`config.mk`:
```
export PLATFORM = sky130hd
export DESIGN_NAME = pif_flags
export DESIGN_NICKNAME = d
export VERILOG_FILES = /design/src/core/pif_pkg.sv /design/src/core/pif_flag_reg.sv /design/src/core/pif_flags.sv
export VERILOG_INCLUDE_DIRS = /design/src /design/src/core
export SDC_FILE = /design/constraint.sdc
export NUM_CORES = 1
export LEC_CHECK = 0
export ABC_AREA = 1
export BUFFER_PORTS_ARGS = -buffer_cell sky130_fd_sc_hd__buf_2
export CORE_ASPECT_RATIO = 0.5
export CORE_UTILIZATION = 30
export DETAILED_ROUTE_END_ITERATION = 10
export PLACE_DENSITY = 0.63
export SETUP_SLACK_MARGIN = 0.15
export SLEW_MARGIN = 30
export SYNTH_ARGS = -nofsm -noshare
export SYNTH_HDL_FRONTEND = slang
export SYNTH_SLANG_ARGS = --single-unit
```
`constraint.sdc`:
```
create_clock -name i_core_clk -period 1.3 [get_ports i_core_clk]
set_input_delay 0.195 -clock i_core_clk [delete_from_list [all_inputs] [get_ports i_core_clk]]
set_output_delay 0.195 -clock i_core_clk [all_outputs]
set_load 0.05 [all_outputs]
```
`src/core/pif_regs.svh`:
```
// Register offsets, field positions, masks and reset values of the peripheral request flags.
`ifndef PIF_REGS_SVH
`define PIF_REGS_SVH

// ----------------------------------------------------------------------------
// Register offsets
// ----------------------------------------------------------------------------
`define PIF_ADDR_W          4
`define PIF_OFF_FLAGS_A     4'h0
`define PIF_OFF_FLAGS_B     4'h1
`define PIF_OFF_FLAGS_C     4'h2
`define PIF_OFF_EVT_STATUS  4'h3
`define PIF_OFF_EVT_MASK    4'h4

// ----------------------------------------------------------------------------
// Field positions
// ----------------------------------------------------------------------------
`define PIF_A_TIMER1_GATE   7
`define PIF_A_ADC_DONE      6
`define PIF_A_SERIAL_RX     5
`define PIF_A_SERIAL_TX     4
`define PIF_A_SYNC_SERIAL   3
`define PIF_A_CAPTURE1      2
`define PIF_A_TIMER2_MATCH  1
`define PIF_A_TIMER1_OVF    0
`define PIF_B_OSC_FAIL      7
`define PIF_B_COMPARATOR2   6
`define PIF_B_COMPARATOR1   5
`define PIF_B_EEPROM_DONE   4
`define PIF_B_BUS_COLL      3
`define PIF_B_CAPTURE2      0
`define PIF_C_CAPTURE4      5
`define PIF_C_CAPTURE3      4
`define PIF_C_TIMER6_MATCH  3
`define PIF_C_TIMER4_MATCH  1
`define PIF_EVT_NEW_A       0
`define PIF_EVT_NEW_B       1
`define PIF_EVT_NEW_C       2

// ----------------------------------------------------------------------------
// Implemented, writable and level-following masks
// ----------------------------------------------------------------------------
`define PIF_A_IMPL          8'hFF
`define PIF_A_WR            8'hCF
`define PIF_A_LVL           8'h30
`define PIF_B_IMPL          8'hF9
`define PIF_B_WR            8'hF9
`define PIF_B_LVL           8'h00
`define PIF_B_C2_MASK       8'h40
`define PIF_C_IMPL          8'h3A
`define PIF_C_WR            8'h3A
`define PIF_C_LVL           8'h00
`define PIF_EVT_IMPL        8'h07

// ----------------------------------------------------------------------------
// Reset values
// ----------------------------------------------------------------------------
`define PIF_FLAGS_RST       8'h00
`define PIF_EVT_STATUS_RST  8'h00
`define PIF_EVT_MASK_RST    8'h00
`define PIF_RD_DATA_RST     8'h00

`endif

```
`src/core/pif_pkg.sv`:
```
// Types shared by the peripheral request flag logic.
`include "pif_regs.svh"

package pif_pkg;

   typedef logic [7:0]              pif_byte_type;
   typedef logic [`PIF_ADDR_W-1:0]  pif_addr_type;

   typedef enum logic [2:0] {
      PIF_SEL_FLAGS_A,
      PIF_SEL_FLAGS_B,
      PIF_SEL_FLAGS_C,
      PIF_SEL_EVT_STATUS,
      PIF_SEL_EVT_MASK,
      PIF_SEL_NONE
   } pif_sel_type;

endpackage : pif_pkg

```
`src/core/pif_flag_reg.sv`:
```
// One 8-bit request flag register with per-bit implemented, writable and level masks.
`include "pif_regs.svh"

module pif_flag_reg #(
   parameter logic [7:0] IMPL_MASK  = 8'hFF,
   parameter logic [7:0] WR_MASK    = 8'hFF,
   parameter logic [7:0] LEVEL_MASK = 8'h00
) (
   // Clock and reset
   input  wire logic                  i_core_clk,
   input  wire logic                  i_rst_n,
   // Request sources
   input  wire pif_pkg::pif_byte_type i_src,
   // Software write
   input  wire logic                  i_wr,
   input  wire pif_pkg::pif_byte_type i_wdata,
   // Flag state
   output pif_pkg::pif_byte_type      o_flags,
   output pif_pkg::pif_byte_type      o_new
);
   import pif_pkg::*;

   pif_byte_type flags_q;
   pif_byte_type flags_d;

   // ----------------------------------------------------------------------------
   // Per-bit next state
   // ----------------------------------------------------------------------------
   for (genvar b = 0; b < 8; b++) begin : g_bit
      if (!IMPL_MASK[b]) begin : g_unimpl
         assign flags_d[b] = 1'b0;
      end else if (LEVEL_MASK[b]) begin : g_level
         // Read-only flags mirror the pending state of their source.
         assign flags_d[b] = i_src[b];
      end else if (WR_MASK[b]) begin : g_rw
         // A source event in the cycle of a software clear still sets the flag.
         assign flags_d[b] = i_src[b] | (i_wr ? i_wdata[b] : flags_q[b]);
      end else begin : g_sticky
         assign flags_d[b] = i_src[b] | flags_q[b];
      end
   end

   // ----------------------------------------------------------------------------
   // Flag storage
   // ----------------------------------------------------------------------------
   always_ff @(posedge i_core_clk) begin
      if (!i_rst_n) begin
         flags_q <= `PIF_FLAGS_RST;
      end else begin
         flags_q <= flags_d;
      end
   end

   assign o_flags = flags_q;
   assign o_new   = flags_d & ~flags_q;

endmodule : pif_flag_reg

```
`src/core/pif_flags.sv`:
```
// Peripheral interrupt request flag registers with register port and event interrupt.
//
// Behaviour
// - A flag is set when its source fires, whatever its enable bit or the global enable.
// - Register A holds timer1 gate, ADC, rx, tx, sync serial, capture1, timer2, timer1 ovf.
// - In register A the serial rx and tx flags are read-only, the other six read/write.
// - The serial rx and tx flags read one while their request is pending and zero otherwise.
// - Register B holds osc fail 7, comparator2 6, comparator1 5, EEPROM 4, collision 3, capture2 0.
// - The comparator2 flag exists only in the larger pin-count variant.
// - Register C holds capture4 5, capture3 4, timer6 match 3 and timer4 match 1.
// - Unimplemented bits read zero and ignore writes.
// - All flags clear to zero on every reset.
// - A pending request raises the peripheral request only with its enable and the peripheral enable both set.
`include "pif_regs.svh"

module pif_flags #(
   parameter bit LARGE_VARIANT = 1'b1
) (
   // Clock and reset
   input  wire logic                  i_core_clk,
   input  wire logic                  i_rst_n,
   // Register port
   input  wire pif_pkg::pif_addr_type i_addr,
   input  wire pif_pkg::pif_byte_type i_wr_data,
   input  wire logic                  i_wr_en,
   input  wire logic                  i_rd_en,
   output pif_pkg::pif_byte_type      o_rd_data,
   // Register A sources
   input  wire logic                  i_timer1_gate_evt,
   input  wire logic                  i_adc_done_evt,
   input  wire logic                  i_serial_rx_pending,
   input  wire logic                  i_serial_tx_pending,
   input  wire logic                  i_sync_serial_evt,
   input  wire logic                  i_capture1_evt,
   input  wire logic                  i_timer2_match_evt,
   input  wire logic                  i_timer1_overflow_evt,
   // Register B sources
   input  wire logic                  i_osc_fail_evt,
   input  wire logic                  i_comparator2_evt,
   input  wire logic                  i_comparator1_evt,
   input  wire logic                  i_eeprom_write_done_evt,
   input  wire logic                  i_bus_collision_evt,
   input  wire logic                  i_capture2_evt,
   // Register C sources
   input  wire logic                  i_capture4_evt,
   input  wire logic                  i_capture3_evt,
   input  wire logic                  i_timer6_match_evt,
   input  wire logic                  i_timer4_match_evt,
   // Enables held elsewhere
   input  wire pif_pkg::pif_byte_type i_enable_a,
   input  wire pif_pkg::pif_byte_type i_enable_b,
   input  wire pif_pkg::pif_byte_type i_enable_c,
   input  wire logic                  i_peripheral_irq_enable,
   // Flag state and requests
   output pif_pkg::pif_byte_type      o_flags_a,
   output pif_pkg::pif_byte_type      o_flags_b,
   output pif_pkg::pif_byte_type      o_flags_c,
   output logic                       o_periph_irq_req,
   output logic                       o_irq
);
   import pif_pkg::*;

   // ----------------------------------------------------------------------------
   // Register layout
   // ----------------------------------------------------------------------------
   // The small variant has no comparator2 flag at all.
   localparam logic [7:0] B_IMPL = LARGE_VARIANT ? `PIF_B_IMPL
                                                 : (`PIF_B_IMPL & ~`PIF_B_C2_MASK);
   localparam logic [7:0] B_WR   = LARGE_VARIANT ? `PIF_B_WR
                                                 : (`PIF_B_WR & ~`PIF_B_C2_MASK);

   localparam logic [2:0][7:0] IMPL_MASKS = {`PIF_C_IMPL, B_IMPL, `PIF_A_IMPL};
   localparam logic [2:0][7:0] WR_MASKS   = {`PIF_C_WR, B_WR, `PIF_A_WR};
   localparam logic [2:0][7:0] LVL_MASKS  = {`PIF_C_LVL, `PIF_B_LVL, `PIF_A_LVL};

   // ----------------------------------------------------------------------------
   // Signals
   // ----------------------------------------------------------------------------
   logic [2:0][7:0] src;
   logic [2:0][7:0] flags;
   logic [2:0][7:0] new_flags;
   logic [2:0]      flag_wr;
   logic [2:0]      new_evt;
   logic [2:0]      pending;
   logic [2:0][7:0] enables;
   pif_byte_type    src_a;
   pif_byte_type    src_b;
   pif_byte_type    src_c;
   logic            evt_clr_wr;
   logic            evt_mask_wr;
   pif_byte_type    evt_status_q;
   pif_byte_type    evt_status_d;
   pif_byte_type    evt_mask_q;
   pif_byte_type    rd_data_q;
   pif_byte_type    rd_mux;
   pif_sel_type     rd_sel;

   // ----------------------------------------------------------------------------
   // Register A source placement
   // ----------------------------------------------------------------------------
   always_comb begin
      src_a = '0;
      src_a[`PIF_A_TIMER1_GATE]  = i_timer1_gate_evt;
      src_a[`PIF_A_ADC_DONE]     = i_adc_done_evt;
      src_a[`PIF_A_SERIAL_RX]    = i_serial_rx_pending;
      src_a[`PIF_A_SERIAL_TX]    = i_serial_tx_pending;
      src_a[`PIF_A_SYNC_SERIAL]  = i_sync_serial_evt;
      src_a[`PIF_A_CAPTURE1]     = i_capture1_evt;
      src_a[`PIF_A_TIMER2_MATCH] = i_timer2_match_evt;
      src_a[`PIF_A_TIMER1_OVF]   = i_timer1_overflow_evt;
   end

   // ----------------------------------------------------------------------------
   // Register B source placement
   // ----------------------------------------------------------------------------
   always_comb begin
      src_b = '0;
      src_b[`PIF_B_OSC_FAIL]     = i_osc_fail_evt;
      src_b[`PIF_B_COMPARATOR2]  = i_comparator2_evt;
      src_b[`PIF_B_COMPARATOR1]  = i_comparator1_evt;
      src_b[`PIF_B_EEPROM_DONE]  = i_eeprom_write_done_evt;
      src_b[`PIF_B_BUS_COLL]     = i_bus_collision_evt;
      src_b[`PIF_B_CAPTURE2]     = i_capture2_evt;
   end

   // ----------------------------------------------------------------------------
   // Register C source placement
   // ----------------------------------------------------------------------------
   always_comb begin
      src_c = '0;
      src_c[`PIF_C_CAPTURE4]     = i_capture4_evt;
      src_c[`PIF_C_CAPTURE3]     = i_capture3_evt;
      src_c[`PIF_C_TIMER6_MATCH] = i_timer6_match_evt;
      src_c[`PIF_C_TIMER4_MATCH] = i_timer4_match_evt;
   end

   assign src = {src_c, src_b, src_a};

   // ----------------------------------------------------------------------------
   // Flag registers
   // ----------------------------------------------------------------------------
   for (genvar r = 0; r < 3; r++) begin : g_reg
      assign new_evt[r] = |new_flags[r];
      assign pending[r] = |(flags[r] & enables[r]);

      // Each register carries its own implemented, writable and level masks.

      pif_flag_reg #(
         .IMPL_MASK  (IMPL_MASKS[r]),
         .WR_MASK    (WR_MASKS[r]),
         .LEVEL_MASK (LVL_MASKS[r])
      ) u_flag_reg (
         .i_core_clk (i_core_clk),
         .i_rst_n    (i_rst_n),
         .i_src      (src[r]),
         .i_wr       (flag_wr[r]),
         .i_wdata    (i_wr_data),
         .o_flags    (flags[r]),
         .o_new      (new_flags[r])
      );
   end

   assign o_flags_a = flags[0];
   assign o_flags_b = flags[1];
   assign o_flags_c = flags[2];

   // ----------------------------------------------------------------------------
   // Write strobes
   // ----------------------------------------------------------------------------
   // The address decode of the read path also picks the write target.
   always_comb begin
      flag_wr     = 3'b000;
      evt_clr_wr  = 1'b0;
      evt_mask_wr = 1'b0;
      if (i_wr_en) begin
         case (rd_sel)
            PIF_SEL_FLAGS_A: begin
               flag_wr[0] = 1'b1;
            end
            PIF_SEL_FLAGS_B: begin
               flag_wr[1] = 1'b1;
            end
            PIF_SEL_FLAGS_C: begin
               flag_wr[2] = 1'b1;
            end
            PIF_SEL_EVT_STATUS: begin
               evt_clr_wr = 1'b1;
            end
            PIF_SEL_EVT_MASK: begin
               evt_mask_wr = 1'b1;
            end
            default: begin
               flag_wr = 3'b000;
            end
         endcase
      end
   end

   // ----------------------------------------------------------------------------
   // Request to the processor
   // ----------------------------------------------------------------------------
   // A request needs its own enable and the peripheral enable together.
   assign enables = {i_enable_c, i_enable_b, i_enable_a};
   assign o_periph_irq_req = i_peripheral_irq_enable && (|pending);

   // ----------------------------------------------------------------------------
   // Event status and mask
   // ----------------------------------------------------------------------------
   always_comb begin
      evt_status_d = evt_status_q;
      if (evt_clr_wr) begin
         evt_status_d = evt_status_q & ~i_wr_data;
      end
      // A new event wins over a clear in the same cycle.
      evt_status_d[`PIF_EVT_NEW_A] = evt_status_d[`PIF_EVT_NEW_A] | new_evt[0];
      evt_status_d[`PIF_EVT_NEW_B] = evt_status_d[`PIF_EVT_NEW_B] | new_evt[1];
      evt_status_d[`PIF_EVT_NEW_C] = evt_status_d[`PIF_EVT_NEW_C] | new_evt[2];
      evt_status_d = evt_status_d & `PIF_EVT_IMPL;
   end

   always_ff @(posedge i_core_clk) begin
      if (!i_rst_n) begin
         evt_status_q <= `PIF_EVT_STATUS_RST;
      end else begin
         evt_status_q <= evt_status_d;
      end
   end

   always_ff @(posedge i_core_clk) begin
      if (!i_rst_n) begin
         evt_mask_q <= `PIF_EVT_MASK_RST;
      end else if (evt_mask_wr) begin
         evt_mask_q <= i_wr_data & `PIF_EVT_IMPL;
      end
   end

   // The event interrupt is a level that stays high until software clears the status bit or its mask bit.
   assign o_irq = |(evt_status_q & evt_mask_q);

   // ----------------------------------------------------------------------------
   // Read path
   // ----------------------------------------------------------------------------
   // One address decode serves the read mux and the write strobes.
   always_comb begin
      case (i_addr)
         `PIF_OFF_FLAGS_A: begin
            rd_sel = PIF_SEL_FLAGS_A;
         end
         `PIF_OFF_FLAGS_B: begin
            rd_sel = PIF_SEL_FLAGS_B;
         end
         `PIF_OFF_FLAGS_C: begin
            rd_sel = PIF_SEL_FLAGS_C;
         end
         `PIF_OFF_EVT_STATUS: begin
            rd_sel = PIF_SEL_EVT_STATUS;
         end
         `PIF_OFF_EVT_MASK: begin
            rd_sel = PIF_SEL_EVT_MASK;
         end
         default: begin
            rd_sel = PIF_SEL_NONE;
         end
      endcase
   end

   always_comb begin
      case (rd_sel)
         PIF_SEL_FLAGS_A: begin
            rd_mux = flags[0];
         end
         PIF_SEL_FLAGS_B: begin
            rd_mux = flags[1] & B_IMPL;
         end
         PIF_SEL_FLAGS_C: begin
            rd_mux = flags[2] & `PIF_C_IMPL;
         end
         PIF_SEL_EVT_STATUS: begin
            rd_mux = evt_status_q;
         end
         PIF_SEL_EVT_MASK: begin
            rd_mux = evt_mask_q;
         end
         default: begin
            rd_mux = 8'h00;
         end
      endcase
   end

   // Read data stand only in the cycle after the read strobe.
   always_ff @(posedge i_core_clk) begin
      if (!i_rst_n) begin
         rd_data_q <= `PIF_RD_DATA_RST;
      end else if (i_rd_en) begin
         rd_data_q <= rd_mux;
      end else begin
         rd_data_q <= 8'h00;
      end
   end

   assign o_rd_data = rd_data_q;

endmodule : pif_flags

```
==> out/qor.log, run 1 <==
[outcome] status finished with violations
[finish] ant diodes 0
[synthesis] Post-Syn Instances 281
[power_and_ir_drop] leakage dissipation 1.667 nW
[clock_network] CTS sink cnt 32
[critical_path] r2r setup slk 0.18 ns
[global_routing] maximum number of pins on one net before global-route repair 15
[finish] number of fill cells 558
[power_and_ir_drop] highest ir drop seen on vdd 0.4549 mV
[synthesis] mean instance size in the synthesized netlist 6.416 µm²
[synthesis] async set-reset flop share out of synthesis 0%
[sta] Final TNS setup -0.3371 ns
[detailed_routing] number of iterations in the first detailed-routing pass 10
[sta] PnR worst setup slack -0.3371 ns
[synthesis] Yosys warning total 0
[finish] Layout area overhead 68.84%
[power_and_ir_drop] P per Cell Area 1007 nW/µm²
[critical_path] worst path arrival time 1.44 ns
[global_routing] wire length of the first global-routing pass 9742 µm
[sta] number of hold violations in the final report 0
[critical_path] crit end category output pin
[clock_network] clock-pin slew reported for the worst setup and hold paths after clock tree synthesis 0.05 ns
[synthesis] synthesized area 1803 µm²
[critical_path] top fanout value on the critical path 2
[finish] top library cells by usage in the layout, fill and taps aside 85 x nand2_1, 60 x buf_2, 55 x buf_4, 53 x inv_1, 15 x nand4_1
[min_path] type of the tightest min-delay check input pin to flop
[synthesis] number of library cell types mapped by synthesis 25
[global_routing] antenna violations before repair 0
[synthesis] Post-synth EDFFs 0
[die] Starting Density 32.00%
[clock_network] source-to-sink clock delay at the later pin of the worst-skew pair 0.27 ns
[sta] fraction of the cycle the final worst path needs 125.9%
[critical_path] FF-to-FF Start g_reg[0].u_flag_reg.o_flags[4]
[clock_network] number of buffers created by CTS 5
[clock_network] CTS root buf clkbuf_16
[critical_path] critical path type flop to output pin
[finish] Total Nets Final 468
[finish] final core utilization 54.03%
[sta] worst hold slack 0.1174 ns
[place] minimum setup slack after placement -0.1439 ns
[critical_path] type of element launching the critical path flop
[outcome] violated checks DRC, setup timing
[critical_path] Data required, critical path 1.11 ns
[die] I/O pin count 93
[die] vertical die dimension 56.82 µm
[detailed_routing] Detailed Route Iter0 Violations 137
[synthesis] most instantiated flip-flop cell in the synthesis netlist dfxtp_1
[finish] area of all placed cells without fillers 3044 µm²
[detailed_routing] detailed-route vias per instance 4.704
[min_path] worst min-delay path startpoint i_serial_tx_pending
[place] sum of net half-perimeters after detailed placement 5042 µm
[synthesis] proportion of synthesized chip area in sequential cells 35.53%
[detailed_routing] number of nets with antenna violations after detailed routing 0
[min_path] worst min-delay path endpoint g_reg[0].u_flag_reg.o_flags[4]
[global_routing] GRT Resource Usage Total 20.09%
[global_routing] total congestion overflow 0
[sta] Setup violations, final 1
[die] x dimension of the die 111.6 µm
[finish] fraction of final layout cells sized beyond drive strength 1 45.37%
[flow_run] max-cap viol count 0
[sta] unrepaired setup endpoints after global routing true
[detailed_routing] Residual DRC 2
[place] Area after DPL 2671 µm²
[synthesis] register bit count reported by yosys 32
[min_path] worst hold path depth 3
[critical_path] r2r worst-path depth 7
[sta] clock period minus worst slack 1.637 ns
[clock_network] TritonCTS clock tree yes
[detailed_routing] Routed wire per std cell 13.63 µm
[clock_network] CTS H-tree depth 2
[clock_network] count of hold-fix buffers inserted at cts 0
[sta] maximum clock skew at final layout 0.003613 ns
[sta] maximum operating frequency 610.9 MHz
[place] count of input and output buffers 80
[finish] most common library cell in the layout ignoring fill and taps nand2_1
[clock_network] worst-case clock buffer depth 2
[sta] Slew Limit Fails 0
[die] core area 5634 µm²
[die] area of the die 6343 µm²
[critical_path] worst r2r dst evt_status_q[0]
[detailed_routing] number of vias in the routed layout 2272
[detailed_routing] total detailed-routing wirelength 6582 µm
[global_routing] via count of the first global-routing pass 2057
[die] std cell rows 19
[place] global placement routability congestion 0.8386
critical path: stages, from the launching register on:
cell and delay (ns):
dfxtp_4 0.34, nand2_2 0.07, nand2_4 0.05, a221oi_4 0.21, nand3_1 0.13, o21a_4 0.23
buf_8 0.14
routing by layer:
metal	up-vias	track usage, %	wire length (µm)
li1	1138	-	-
met1	1030	26.03	2919
met2	88	33.01	3076
met3	16	4.968	469
met4	0	6.178	116
met5	-	0	0
registers in the layout (all words and copies together), names as in the netlist:
name	count
g.u_flag_reg.o_flags	18
o_rd_data	8
evt_mask_q	3
evt_status_q	3
power breakdown:
part	switching (mW)	internal (mW)	leakage (nW)	total, mW
Combinational	0.527	0.355	1.33	0.881
Clock	0.402	0.704	0.0655	1.11
Sequential	0.0427	1.03	0.272	1.08
Total	0.972	2.09	1.67	3.06
how the worst max path moves through the flow:
stage / startpoint / end / slack, ns
4_1_cts: g_reg[0].u_flag_reg.o_flags[2] / o_periph_irq_req / -0.32
2_1_floorplan: g_reg[2].u_flag_reg.o_flags[5] / o_periph_irq_req / 0.05
3_5_place_dp: g_reg[0].u_flag_reg.o_flags[2] / o_periph_irq_req / -0.14
3_3_place_gp: g_reg[0].u_flag_reg.o_flags[2] / o_periph_irq_req / -0.12
6_report: g_reg[1].u_flag_reg.o_flags[3] / o_periph_irq_req / -0.34
5_1_grt: g_reg[0].u_flag_reg.o_flags[2] / o_periph_irq_req / -0.38
per-stage QoR:
| stage | std cells | power (mW) |
|---|---|---|
| after detailed placement | 472 | 1.871 |
| after floorplan | 286 | 1.544 |
| after global placement | 472 | 1.862 |
| after CTS | 480 | 3.008 |
| after global routing | 483 | 3.191 |
| final | 483 | 3.065 |
cells in the mapped netlist, drive strengths merged, types with 2 or more instances:
cell type | number | area share (%)
a21oi | 13 | 3.6
a221oi | 4 | 1.9
buf | 8 | 3.1
clkbuf | 4 | 0.83
dfxtp | 32 | 36
inv | 55 | 11
nand2 | 94 | 20
nand3 | 17 | 5.3
nand3b | 10 | 4.2
nand4 | 15 | 5.2
nor2 | 14 | 4.0
nor3 | 2 | 0.83
o21ai | 4 | 1.1
o22ai | 4 | 1.4
layout make-up:
| cell class | instances | area (µm²) | area share [%] |
|---|---|---|---|
| sequential | 32 | 691.9 | 22.73 |
| tap | 73 | 91.34 | 3.000 |
| timing repair buffer | 128 | 879.6 | 28.89 |
| multi-input combinational | 187 | 1039 | 34.11 |
| inverter | 55 | 206.4 | 6.782 |
| clock buffer | 7 | 132.6 | 4.357 |
| clock inverter | 1 | 3.754 | 0.1233 |
kinds of logic (layout without fill, tap and decap cells):
| kind of cell | Yosys count | in the layout | share of synthesized area (%) |
|---|---|---|---|
| flops | 32 | 32 | 35.53 |
| compound gates | 29 | 29 | 9.854 |
| simple gates | 152 | 152 | 39.07 |
| buf+inv | 67 | 191 | 15.34 |
| other cells | 1 | 6 | 0.2080 |
what timing repair did:
| item | CTS | global route |
|---|---|---|
| pin swaps | 2 | 16 |
| resized for setup | 26 | 39 |
| buffers inserted | 0 | 3 |
| setup endpoints to repair | 16 | 10 |
No activity file was read; power rests on OpenSTA's default activity.
==> run 2, diff against run 1 <==
--- a/config.mk
+++ b/config.mk
@@ -7,11 +7,11 @@
 export NUM_CORES = 1
 export LEC_CHECK = 0
 export ABC_AREA = 1
-export BUFFER_PORTS_ARGS = -buffer_cell sky130_fd_sc_hd__buf_2
 export CORE_ASPECT_RATIO = 0.5
 export CORE_UTILIZATION = 30
 export DETAILED_ROUTE_END_ITERATION = 10
-export PLACE_DENSITY = 0.63
+export DONT_BUFFER_PORTS = 1
+export PLACE_DENSITY = 0.5
 export SETUP_SLACK_MARGIN = 0.15
 export SLEW_MARGIN = 30
 export SYNTH_ARGS = -nofsm -noshare
==> run 2 against run 1 <==
- the flow still finishes with violations (DRC, setup timing)
- maximum frequency rose by 1.1%
- final area is 22% lower
- largest power group unchanged
- non-clock buffer count down 101
- combinational power shrank 32%
- largest cell class unchanged
- hold slack worse by 0.10 ns
==> out/qor.log, run 2 (synthesis gave the netlist of run 1 again) <==
[clock_network] CTS root buf clkbuf_16
[global_routing] GRT Resource Usage Total 19.13%
[clock_network] source-to-sink clock delay at the later pin of the worst-skew pair 0.27 ns
[finish] Total Nets Final 367
[place] global placement routability congestion 0.8516
[finish] fraction of final layout cells sized beyond drive strength 1 25.89%
[sta] maximum clock skew at final layout 0.004385 ns
[die] std cell rows 19
[finish] multi-input combinational cell area 979.7 µm²
[detailed_routing] Routed wire per std cell 15.60 µm
[power_and_ir_drop] P per Cell Area 1206 nW/µm²
[finish] most common library cell in the layout ignoring fill and taps nand2_1
[critical_path] critical path type flop to output pin
[finish] top library cells by usage in the layout, fill and taps aside 90 x nand2_1, 53 x inv_1, 17 x buf_4, 15 x nand4_1
[die] I/O pin count 93
[detailed_routing] Detail Route met3 WL 707 µm
[critical_path] type of element launching the critical path flop
[clock_network] CTS sink cnt 32
[clock_network] CTS H-tree depth 2
[detailed_routing] number of nets with antenna violations after detailed routing 0
[global_routing] antenna violations before repair 0
[critical_path] crit end category output pin
[die] vertical die dimension 56.82 µm
[detailed_routing] routed length on met1 2779 µm
[die] x dimension of the die 111.6 µm
[outcome] violated checks DRC, setup timing
[finish] max FFs per register 18
[flow_run] max-cap viol count 0
[place] count of input and output buffers 0
[global_routing] via count of the first global-routing pass 1741
[sta] PnR worst setup slack -0.3188 ns
[sta] fraction of the cycle the final worst path needs 124.5%
[detailed_routing] number of vias in the routed layout 1851
[sta] maximum operating frequency 617.8 MHz
[sta] worst hold slack 0.01705 ns
[detailed_routing] detailed-route vias per instance 4.846
[detailed_routing] Detailed Route Iter0 Violations 97
[finish] final core utilization 42.06%
[detailed_routing] Residual DRC 3
[detailed_routing] total detailed-routing wirelength 5961 µm
[detailed_routing] uppermost layer routed met4
[place] Area after DPL 2121 µm²
[detailed_routing] number of iterations in the first detailed-routing pass 9
[outcome] status finished with violations
[clock_network] number of buffers created by CTS 5
[finish] area of all sequential standard cells 693.2 µm²
[sta] clock period minus worst slack 1.619 ns
[sta] Final TNS setup -0.3188 ns
[power_and_ir_drop] highest ir drop seen on vdd 0.4491 mV
[finish] area of all placed cells without fillers 2370 µm²
[finish] Layout area overhead 31.44%
[finish] ant diodes 0
[global_routing] maximum number of pins on one net before global-route repair 24
[detailed_routing] total met2 wirelength after detailed routing 2385 µm
[critical_path] worst path arrival time 1.42 ns
[die] Starting Density 32.00%
[sta] Setup violations, final 1
[clock_network] count of hold-fix buffers inserted at cts 0
[sta] unrepaired setup endpoints after global routing true
[critical_path] Data required, critical path 1.11 ns
[min_path] type of the tightest min-delay check input pin to flop
[critical_path] top fanout value on the critical path 2
[clock_network] clock-pin slew reported for the worst setup and hold paths after clock tree synthesis 0.05 ns
[power_and_ir_drop] leakage dissipation 1.207 nW
[die] core area 5634 µm²
[sta] number of hold violations in the final report 0
[finish] number of fill cells 587
[power_and_ir_drop] power consumption 2.858 mW
[place] sum of net half-perimeters after detailed placement 4727 µm
[global_routing] wire length of the first global-routing pass 9052 µm
[die] area of the die 6343 µm²
[global_routing] total congestion overflow 0
[clock_network] TritonCTS clock tree yes
[clock_network] worst-case clock buffer depth 2
[sta] Slew Limit Fails 0
==> run 2: critical path, stage by stage (launching register included) <==
cell      delay, ns
dfxtp_4        0.34
nand2_1        0.09
nand2_1        0.09
a221oi_2       0.17
nand3_1        0.16
o21a_4         0.29
==> run 2: what timing repair did <==
item	CTS	global route
resized for setup	5	23
setup endpoints to repair	2	8
buffers inserted	0	2
pin swaps	3	6
==> run 2: cell type report <==
class | instances | area share [%]
flip-flops and latches | 32 | 29.25
multi-input cells | 187 | 41.34
well taps | 73 | 3.854
inverters | 55 | 8.712
clock buffers | 8 | 6.177
repair buffers | 27 | 10.67
==> run 2: power breakdown <==
group          switching [mW]  internal [mW]
clock network           0.410          0.763
logic                   0.403          0.194
registers              0.0547           1.03
==> run 2: path summary, 6_finish.rpt <==
kind	startpoint	to	slack, ns	cells past startpoint
worst max-delay path	g_reg[2].u_flag_reg.o_flags[5]	o_periph_irq_req	-0.32	5
worst min-delay path	i_serial_tx_pending	g_reg[0].u_flag_reg.o_flags[4]	0.02	2
worst max register to register	g_reg[0].u_flag_reg.o_flags[3]	o_rd_data[3]	0.19	5
worst min register to register	evt_mask_q[2]	evt_mask_q[2]	0.48	2
==> run 2: through the flow <==
step | cells | worst slack (ns)
after global routing | 382 | -0.3724
after detailed placement | 372 | -0.04603
final | 382 | -0.3188
after CTS | 380 | -0.3050
after global placement | 372 | -0.03425
after floorplan | 286 | 0.04511
==> run 2: routing by layer <==
metal | vias to the layer above | GRT usage (%)
li1 | 936 | -
met1 | 826 | 26.39
met2 | 79 | 27.06
met3 | 10 | 6.911
met4 | 0 | 6.757
met5 | - | 0
